==> config.mk <==
export PLATFORM = sky130hd
export DESIGN_NAME = usbc_cmd
export DESIGN_NICKNAME = d
export VERILOG_FILES = /design/src/logic/usbc_cmd.v
export VERILOG_INCLUDE_DIRS = /design/src /design/src/logic
export SDC_FILE = /design/constraint.sdc
export NUM_CORES = 1
export LEC_CHECK = 0
export BUFFER_PORTS_ARGS = -buffer_cell sky130_fd_sc_hd__buf_2
export CORE_MARGIN = 5
export CORE_UTILIZATION = 50
export CTS_CLUSTER_SIZE = 28
export DETAILED_ROUTE_END_ITERATION = 8
export GPL_TIMING_DRIVEN = 1
export PLACE_DENSITY = 0.78
export SLEW_MARGIN = 20
export SYNTH_ARGS = -nofsm -noshare
export SYNTH_HDL_FRONTEND = slang
export SYNTH_SLANG_ARGS = --single-unit
export TNS_END_PERCENT = 10
==> constraint.sdc <==
create_clock -name i_clock -period 1.68 [get_ports i_clock]
set_input_delay 0.084 -clock i_clock [delete_from_list [all_inputs] [get_ports i_clock]]
set_output_delay 0.084 -clock i_clock [all_outputs]
set_load 0.1 [all_outputs]
==> src/logic/usbc_cmd_regs.vh <==
// command codes, register fields and key values of the setup/error/unlock command block
`ifndef USBC_CMD_REGS_VH
`define USBC_CMD_REGS_VH
`define USBC_CMD_ACK_SETUP   8'hf4
`define USBC_CMD_ERR_BASE    4'ha
`define USBC_CMD_STAT_BASE   4'hd
`define USBC_CMD_UNLOCK      8'hb0
`define USBC_KEY_LO          8'h37
`define USBC_KEY_HI          8'haa
`define USBC_ST_SETUP_OVERWRITTEN_FLAG    3
`define USBC_ST_SETUP        2
`define USBC_ST_CPU_BUFFER_SELECT       1
`define USBC_EC_MISSED       7
`define USBC_EC_TOGGLE       6
`define USBC_EC_ERR_HI       4
`define USBC_EC_ERR_LO       1
`define USBC_EC_OK           0
`define USBC_ERR_NONE        4'h0
`define USBC_ERR_PID_CHK     4'h1
`define USBC_ERR_PID_UNK     4'h2
`define USBC_ERR_UNEXP       4'h3
`define USBC_ERR_TOK_CRC     4'h4
`define USBC_ERR_DAT_CRC     4'h5
`define USBC_ERR_TIMEOUT     4'h6
`define USBC_ERR_BABBLE      4'h7
`define USBC_ERR_EOP         4'h8
`define USBC_ERR_NAK         4'h9
`define USBC_ERR_STALL       4'ha
`define USBC_ERR_OVERFLOW    4'hb
`define USBC_ERR_ISO_EMPTY   4'hc
`define USBC_ERR_STUFF       4'hd
`define USBC_ERR_SYNC        4'he
`define USBC_ERR_TOGGLE      4'hf
`define USBC_NUM_EP          16
`define USBC_BYTE_ZERO       8'h00
`endif

==> src/logic/usbc_cmd.v <==
// command interpreter: endpoint status, last transaction status, setup ack and unlock
// Operation
// - set setup overwritten flag (bit 3) when new setup replaces setup data still present (bit 2), unless a stall command for that endpoint comes in the same cycle
// - clear overwritten flag on read, only once setup data write has finished
// - bit 2 reports setup packet present in endpoint buffer
// - bit 1 reports CPU buffer select, 0 primary, 1 secondary
// - setup arrival blocks validate and clear commands for both control endpoints
// - command F4, no data, acknowledges setup and re-enables validate and clear
// - commands A0..AF select error register of ep0 out, ep0 in, ep1..14; one-byte read
// - each new transaction overwrites that endpoint's stored status
// - bit 7 set when new event arrives before previous status read
// - bit 6 holds data PID of last good packet, 0 DATA0, 1 DATA1
// - bits 4..1 hold error code; bit 0 marks successful transfer
// - codes 0 none, 1 PID check, 2 unknown PID, 3 unexpected packet
// - codes 4 token CRC, 5 data CRC, 6 timeout, 7 babble, 8 EOP, 9 NAK
// - codes a stall sent, b overflow, c empty iso packet
// - codes d bit stuffing, e sync, f wrong toggle with data discarded
// - in suspend all registers and buffer memory are write protected
// - after resume register reads are refused until unlock executes
// - unlock command has two write-only data bytes; AA is upper byte
// - commands D0..DF return endpoint status; the read clears the setup overwritten flag
// - lower key byte 37; full key re-enables register and buffer writes
`timescale 1ns/1ps
`include "usbc_cmd_regs.vh"
module usbc_cmd (
   // clock and reset
   input  wire       i_clock,
   input  wire       i_resetn,
   // processor command/data port, from the port logic on this clock
   input  wire       i_cmd_valid,
   input  wire [7:0] i_cmd_code,
   input  wire       i_wr_valid,
   input  wire [7:0] i_wr_data,
   input  wire       i_rd_req,
   // endpoint core events
   input  wire       i_setup_rx,
   input  wire [3:0] i_setup_ep,
   input  wire       i_setup_done,
   input  wire       i_setup_clear,
   input  wire [3:0] i_setup_clear_ep,
   input  wire       i_stall_cmd,
   input  wire [3:0] i_stall_ep,
   input  wire [15:0] i_cpu_buf_sel,
   input  wire       i_xfer_done,
   input  wire [3:0] i_xfer_ep,
   input  wire [3:0] i_xfer_err,
   input  wire       i_xfer_ok,
   input  wire       i_xfer_toggle,
   // power state
   input  wire       i_suspend,
   // read data and permissions
   output reg  [7:0] o_rd_data,
   output reg        o_rd_valid,
   output reg        o_ctrl_buf_cmd_en,
   output reg        o_write_en,
   output reg        o_read_en,
   output reg        o_discard_data
);
   localparam ST_IDLE = 2'b00;
   localparam ST_STAT = 2'b01;
   localparam ST_ERR  = 2'b10;
   localparam ST_KEY  = 2'b11;

   reg [1:0] state_reg;
   reg [3:0] ep_reg;
   reg       key_lo_ok_reg;
   reg       key_byte_reg;
   reg       locked_reg;
   reg       read_locked_reg;
   reg       setup_lock_reg;
   reg [15:0] ovw_reg;
   reg [15:0] setup_reg;
   reg [15:0] writing_reg;
   reg [15:0] missed_reg;
   reg [15:0] status_missed_flag_reg;
   reg [15:0] toggle_reg;
   reg [15:0] ok_reg;
   reg [3:0]  err_mem [0:`USBC_NUM_EP-1];

   function [15:0] ep_hot;
      input [3:0] ep;
      begin
         ep_hot = 16'h0001 << ep;
      end
   endfunction

   wire [15:0] setup_hot = i_setup_rx ? ep_hot(i_setup_ep) : 16'h0000;
   wire [15:0] xfer_hot  = i_xfer_done ? ep_hot(i_xfer_ep) : 16'h0000;
   wire [15:0] sclr_hot  = i_setup_clear ? ep_hot(i_setup_clear_ep) : 16'h0000;
   wire [15:0] stall_hot = i_stall_cmd ? ep_hot(i_stall_ep) : 16'h0000;
   wire [15:0] cmd_hot   = ep_hot(i_cmd_code[3:0]);
   wire        rd_stat   = (state_reg == ST_STAT) && i_rd_req && !read_locked_reg;
   wire        rd_err    = (state_reg == ST_ERR) && i_rd_req && !read_locked_reg;
   wire [15:0] rd_hot    = ep_hot(ep_reg);
   // setup_overwritten_flag clears only once the new setup data has been written
   wire [15:0] ovw_clr   = (rd_stat ? rd_hot : 16'h0000) & ~writing_reg;
   wire [15:0] err_clr   = rd_err ? rd_hot : 16'h0000;
   // enable follows the next lock value so it moves one cycle after its cause
   wire        ctrl_setup = i_setup_rx && (i_setup_ep[3:1] == 3'b000);
   wire        ack_setup  = i_cmd_valid && (i_cmd_code == `USBC_CMD_ACK_SETUP);
   wire        setup_lock_next = ctrl_setup ? 1'b1 : (ack_setup ? 1'b0 : setup_lock_reg);

   wire [7:0] stat_byte = {4'h0, ovw_reg[ep_reg], setup_reg[ep_reg],
                           i_cpu_buf_sel[ep_reg], 1'b0};
   wire [7:0] err_byte  = {status_missed_flag_reg[ep_reg] & missed_reg[ep_reg],
                           toggle_reg[ep_reg], 1'b0, err_mem[ep_reg], ok_reg[ep_reg]};

   integer k;

   always @(posedge i_clock or negedge i_resetn) begin
      if (!i_resetn) begin
         state_reg       <= ST_IDLE;
         ep_reg          <= 4'h0;
         key_lo_ok_reg   <= 1'b0;
         key_byte_reg    <= 1'b0;
         locked_reg      <= 1'b0;
         read_locked_reg <= 1'b0;
         setup_lock_reg  <= 1'b0;
         ovw_reg         <= 16'h0000;
         setup_reg       <= 16'h0000;
         writing_reg     <= 16'h0000;
         missed_reg      <= 16'h0000;
         status_missed_flag_reg      <= 16'h0000;
         toggle_reg      <= 16'h0000;
         ok_reg          <= 16'h0000;
         o_rd_data       <= `USBC_BYTE_ZERO;
         o_rd_valid      <= 1'b0;
         o_ctrl_buf_cmd_en <= 1'b1;
         o_write_en      <= 1'b1;
         o_read_en       <= 1'b1;
         o_discard_data  <= 1'b0;
         for (k = 0; k < `USBC_NUM_EP; k = k + 1)
            err_mem[k] <= `USBC_ERR_NONE;
      end else begin
         o_rd_valid     <= 1'b0;
         o_discard_data <= 1'b0;
         // set wins over clear on every flag below
         ovw_reg     <= (ovw_reg & ~ovw_clr) | (setup_hot & setup_reg & ~stall_hot);
         setup_reg   <= (setup_reg & ~sclr_hot) | setup_hot;
         writing_reg <= (writing_reg & ~(i_setup_done ? ep_hot(i_setup_ep) : 16'h0000))
                        | setup_hot;
         if (i_suspend) begin
            locked_reg      <= 1'b1;
            read_locked_reg <= 1'b1;
         end
         o_write_en <= !(locked_reg || i_suspend);
         o_read_en  <= !(read_locked_reg || i_suspend);
         setup_lock_reg    <= setup_lock_next;
         o_ctrl_buf_cmd_en <= !setup_lock_next;
         // latest transaction replaces stored status
         if (i_xfer_done) begin
            err_mem[i_xfer_ep] <= i_xfer_err;
            ok_reg[i_xfer_ep]  <= i_xfer_ok;
            if (i_xfer_ok)
               toggle_reg[i_xfer_ep] <= i_xfer_toggle;
            o_discard_data <= (i_xfer_err == `USBC_ERR_TOGGLE);
         end
         // missed: second event while previous still status_missed_flag
         missed_reg <= (missed_reg & ~err_clr) | (xfer_hot & status_missed_flag_reg);
         status_missed_flag_reg <= (status_missed_flag_reg & ~err_clr) | xfer_hot;
         case (state_reg)
            ST_IDLE: begin
               if (i_cmd_valid) begin
                  ep_reg <= i_cmd_code[3:0];
                  if (i_cmd_code[7:4] == `USBC_CMD_STAT_BASE)
                     state_reg <= ST_STAT;
                  else if (i_cmd_code[7:4] == `USBC_CMD_ERR_BASE)
                     state_reg <= ST_ERR;
                  else if (i_cmd_code == `USBC_CMD_UNLOCK) begin
                     state_reg    <= ST_KEY;
                     key_byte_reg <= 1'b0;
                  end
               end
            end
            ST_STAT: begin
               if (rd_stat) begin
                  o_rd_data  <= stat_byte;
                  o_rd_valid <= 1'b1;
                  state_reg  <= ST_IDLE;
               end else if (i_cmd_valid || (i_rd_req && read_locked_reg))
                  state_reg <= ST_IDLE;
            end
            ST_ERR: begin
               if (rd_err) begin
                  o_rd_data  <= err_byte;
                  o_rd_valid <= 1'b1;
                  state_reg  <= ST_IDLE;
               end else if (i_cmd_valid || (i_rd_req && read_locked_reg))
                  state_reg <= ST_IDLE;
            end
            ST_KEY: begin
               if (i_cmd_valid)
                  state_reg <= ST_IDLE;
               else if (i_wr_valid) begin
                  if (!key_byte_reg) begin
                     key_lo_ok_reg <= (i_wr_data == `USBC_KEY_LO);
                     key_byte_reg  <= 1'b1;
                  end else begin
                     state_reg <= ST_IDLE;
                     if (key_lo_ok_reg && i_wr_data == `USBC_KEY_HI && !i_suspend) begin
                        locked_reg      <= 1'b0;
                        read_locked_reg <= 1'b0;
                     end // otherwise stays locked
                  end
               end
            end
            default: state_reg <= ST_IDLE;
         endcase
      end
   end
endmodule

==> summary.md <==
| Metric | Value |
|---|---|
| Status | finished, violations left |
| Failing checks | setup timing |
| Endpoints failing setup | 22 |
| CP startpoint kind | flop |
| Final setup margin | -0.175 ns |
| Avg Vias per Cell | 6.16 |
| Mean routed wirelength per cell | 21.1 um |
| Cell taking the most area after synthesis | dfrtp_1 |
| Max FFs per register | 64 |
| Crit path capture type | flop |
| Final Cycle Share | 110% |
| Gate Count Post-Synth | 862 |
| Sw Share | 33.4% |
| NetSw | 5.53 mW |
| Crit-path most repeated cell | buf_4 |
| Ranking of synthesized cells by area | dfrtp_1, mux2_2, nand2_1 |
| Vias | 7807 |
| Final WL | 26.8 mm |
| Area of the mapped netlist | 9550 um2 |
| Clk_skew | 0.00871 ns |
| Int Pwr | 11.0 mW |
| Initial DRC count | 773 |
| Die height | 148 um |
| Clock power frac | 24.0% |
| Seq cells post-synth | 199 |
| PD cells | 1410 nW/um2 |
| Largest Register | err_mem |
| CP max FO | 8 |
| Initial antenna violation count | 0 |
| Crit Path Class | flop to flop |
| Minimum clock period | 1.86 ns |
| Gr ovfl total | 0 |
| Post-DP HPWL | 18.7 mm |
| Critical path's largest stage delay | 0.50 ns |
| Max Cap Viol | 0 |
| Synth Area in Compound Gates | 11.7% |
| Port bufs | 76 |
| Proportion of synthesized area in mux cells | 17.4% |
| Clk root buf | clkbuf_16 |
| Antenna diodes | 0 |
| Critical path data required time | 2.04 ns |
| CTS Buf Count | 17 |
| Mean area per synthesized cell | 11.1 um2 |
| Largest family of logic cells by synthesized area | multiplexers |
| Crit path max-delay cell type | dfrtp_4 |
| Number of global-route vias before repair | 7743 |
| Worst Hold Class | input pin to flop |
| First-pass detailed-route iteration total | 6 |
| Final Hold Fails | 0 |
| Fmax | 0.539 GHz |
| Worst-path cell chain | buf_6 -> buf_4 -> mux2i_1 -> a22o_1 -> a221oi_2 -> buf_4 -> o221ai_1 -> o21ai_1 |
| Routability cong. | 0.922 |
| Worst vdd ir | 674 uV |
| Critical path arrival | 2.22 ns |
| Post-Synth XOR/XNOR Area | 0% |
| Largest net degree at the start of global routing | 68 |
| Syn_nets | 931 |
| Post-synthesis sequential area ratio | 52.2% |
| Htree depth | 4 |
| Antenna-violating nets left | 0 |
| Main synth FF type | dfrtp_1 |
| Yosys warnings | 0 |
| Clk buf depth | 2 |
| Simple-Gate Fraction of Synth Area | 15.6% |
| RSZ-0062 raised after global routing | true |
| Pins Over Slew Limit | 0 |
| Worst-path clk slew | 0.07 ns |
| Io pins | 78 |
| Core Rows | 50 |
| Starting Density | 50.9% |
| Die X | 148 um |
| Share of cells above drive strength 1 | 34.0% |
| First-pass GRT wire length | 42.2 mm |
| Comb power frac | 35.9% |
| FILL cells | 1398 |
| Adder-Cell Fraction of Synth Area | 0.524% |
| Seq pwr share | 40.1% |
| Pwr Total | 16.6 mW |
| DRC Markers | 0 |
| Min Hold Slack | 0.0128 ns |
| # nets final | 1090 |
| Post-synth EDFFs | 0 |
| Synth unique cells | 60 |
| CTS tree | built |
| Clock Sinks | 199 |
| Ys async rst share | 100% |
| Most common cell in the netlist | dfrtp_1 |
| Gr usage total | 24.5% |
| Die ar. | 22000 um2 |
| Clk_lat worst skew | 0.44 ns |
| P&R area growth vs syn | 23.3% |
| Pleak | 5.40 nW |
| Core area | 18800 um2 |
| Top-area cell type share of the netlist area | 51.4% |
| Top post-synthesis cells by count | dfrtp_1, nand2_1, mux2_2 |
per-stage QoR:
stage	setup slack, ns	setup TNS, ns	instances	instance area (um2)	util [%]
2_1_floorplan	-0.0336	-0.0749	862	9560	-
3_3_place_gp	-0.177	-2.98	1214	10700	57.2
3_5_place_dp	-0.245	-4.28	1214	10700	57.2
4_1_cts	-0.134	-1.71	1260	11600	61.8
5_1_grt	-0.231	-2.61	1267	11800	62.7
6_report	-0.175	-1.56	1267	11800	62.7
repair_timing:
| action | in CTS | in global routing |
|---|---|---|
| hold buffers | 9 | 0 |
| pin swaps | 9 | 8 |
| hold endpoints to repair | 119 | 0 |
| gates resized for setup | 33 | 33 |
| setup endpoints to repair | 46 | 58 |
| cloned | 1 | 0 |
| setup buffers | 5 | 7 |
layer usage:
metal	vias up	share of wire, %	track usage [%]
met5	-	0	0
met4	0	2.8	8.55
met3	72	8.2	4.94
met2	388	48	38.7
met1	3912	41	34.2
li1	3435	-	-
cells in the final DEF (no fill, tap or decap), types with 9 or more instances in the layout:
| master | n |
|---|---|
| dfrtp_1 | 195 |
| nand2_1 | 184 |
| buf_2 | 75 |
| buf_4 | 73 |
| mux2_2 | 71 |
| o21ai_0 | 58 |
| mux2i_1 | 33 |
| nor2_1 | 30 |
| nand3_1 | 25 |
| a22o_1 | 24 |
| mux4_2 | 23 |
| a21o_1 | 17 |
| clkbuf_16 | 17 |
| o21ai_1 | 12 |
| nand3b_1 | 10 |
| buf_12 | 10 |
| nor2b_1 | 9 |
| nand2b_1 | 9 |
| dlygate4sd3_1 | 9 |
logic make-up after synthesis:
kind of cell,count (synthesis)
compound gates,165
fa+ha+maj,4
buf+inv,44
flops,199
mux,128
other cells,1
simple gates,321
power groups by stage:
stage | clock [mW] | combinational [mW] | sequential (mW)
6_report | 3.98 | 5.94 | 6.64
5_1_grt | 4.20 | 6.37 | 6.75
4_1_cts | 4.00 | 5.67 | 6.57
3_5_place_dp | 0 | 5.13 | 6.68
3_3_place_gp | 0 | 4.95 | 6.66
2_1_floorplan | 0 | 3.47 | 6.50
critical path: cells and delay by family, from the launching register on:
kind / cells / cell delay (ns)
flops: 1 / 0.50
mux: 1 / 0.12
compound gates: 4 / 0.69
buf+inv: 3 / 0.47
layout make-up:
class	count	area [um2]	share of cell area, %
multi-input cells	619	4560	38.7
flip-flops and latches	199	4990	42.4
repair buffers	176	1350	11.4
well taps	234	293	2.49
clock buffers	19	433	3.68
inverters	8	30.0	0.255
clock inverters	12	129	1.09
path summary, 6_finish.rpt:
kind	startpoint	endpoint	slack (ns)	cells past startpoint
worst max-delay path	ep_reg[0]$_DFFE_PN0P_	o_rd_data[3]$_DFFE_PN0P_	-0.18	8
worst min-delay path	i_wr_data[2]	key_lo_ok_reg$_DFFE_PN0P_	0.01	4
worst max register to register	ep_reg[0]$_DFFE_PN0P_	o_rd_data[3]$_DFFE_PN0P_	-0.18	8
worst min register to register	locked_reg$_DFF_PN0_	o_write_en$_DFF_PN1_	0.38	1
max in group asynchronous	i_resetn	toggle_reg[1]$_DFFE_PN0P_	0.83	3
min in group asynchronous	i_resetn	toggle_reg[8]$_DFFE_PN0P_	0.15	2
No activity file was read; power rests on OpenSTA's default activity.
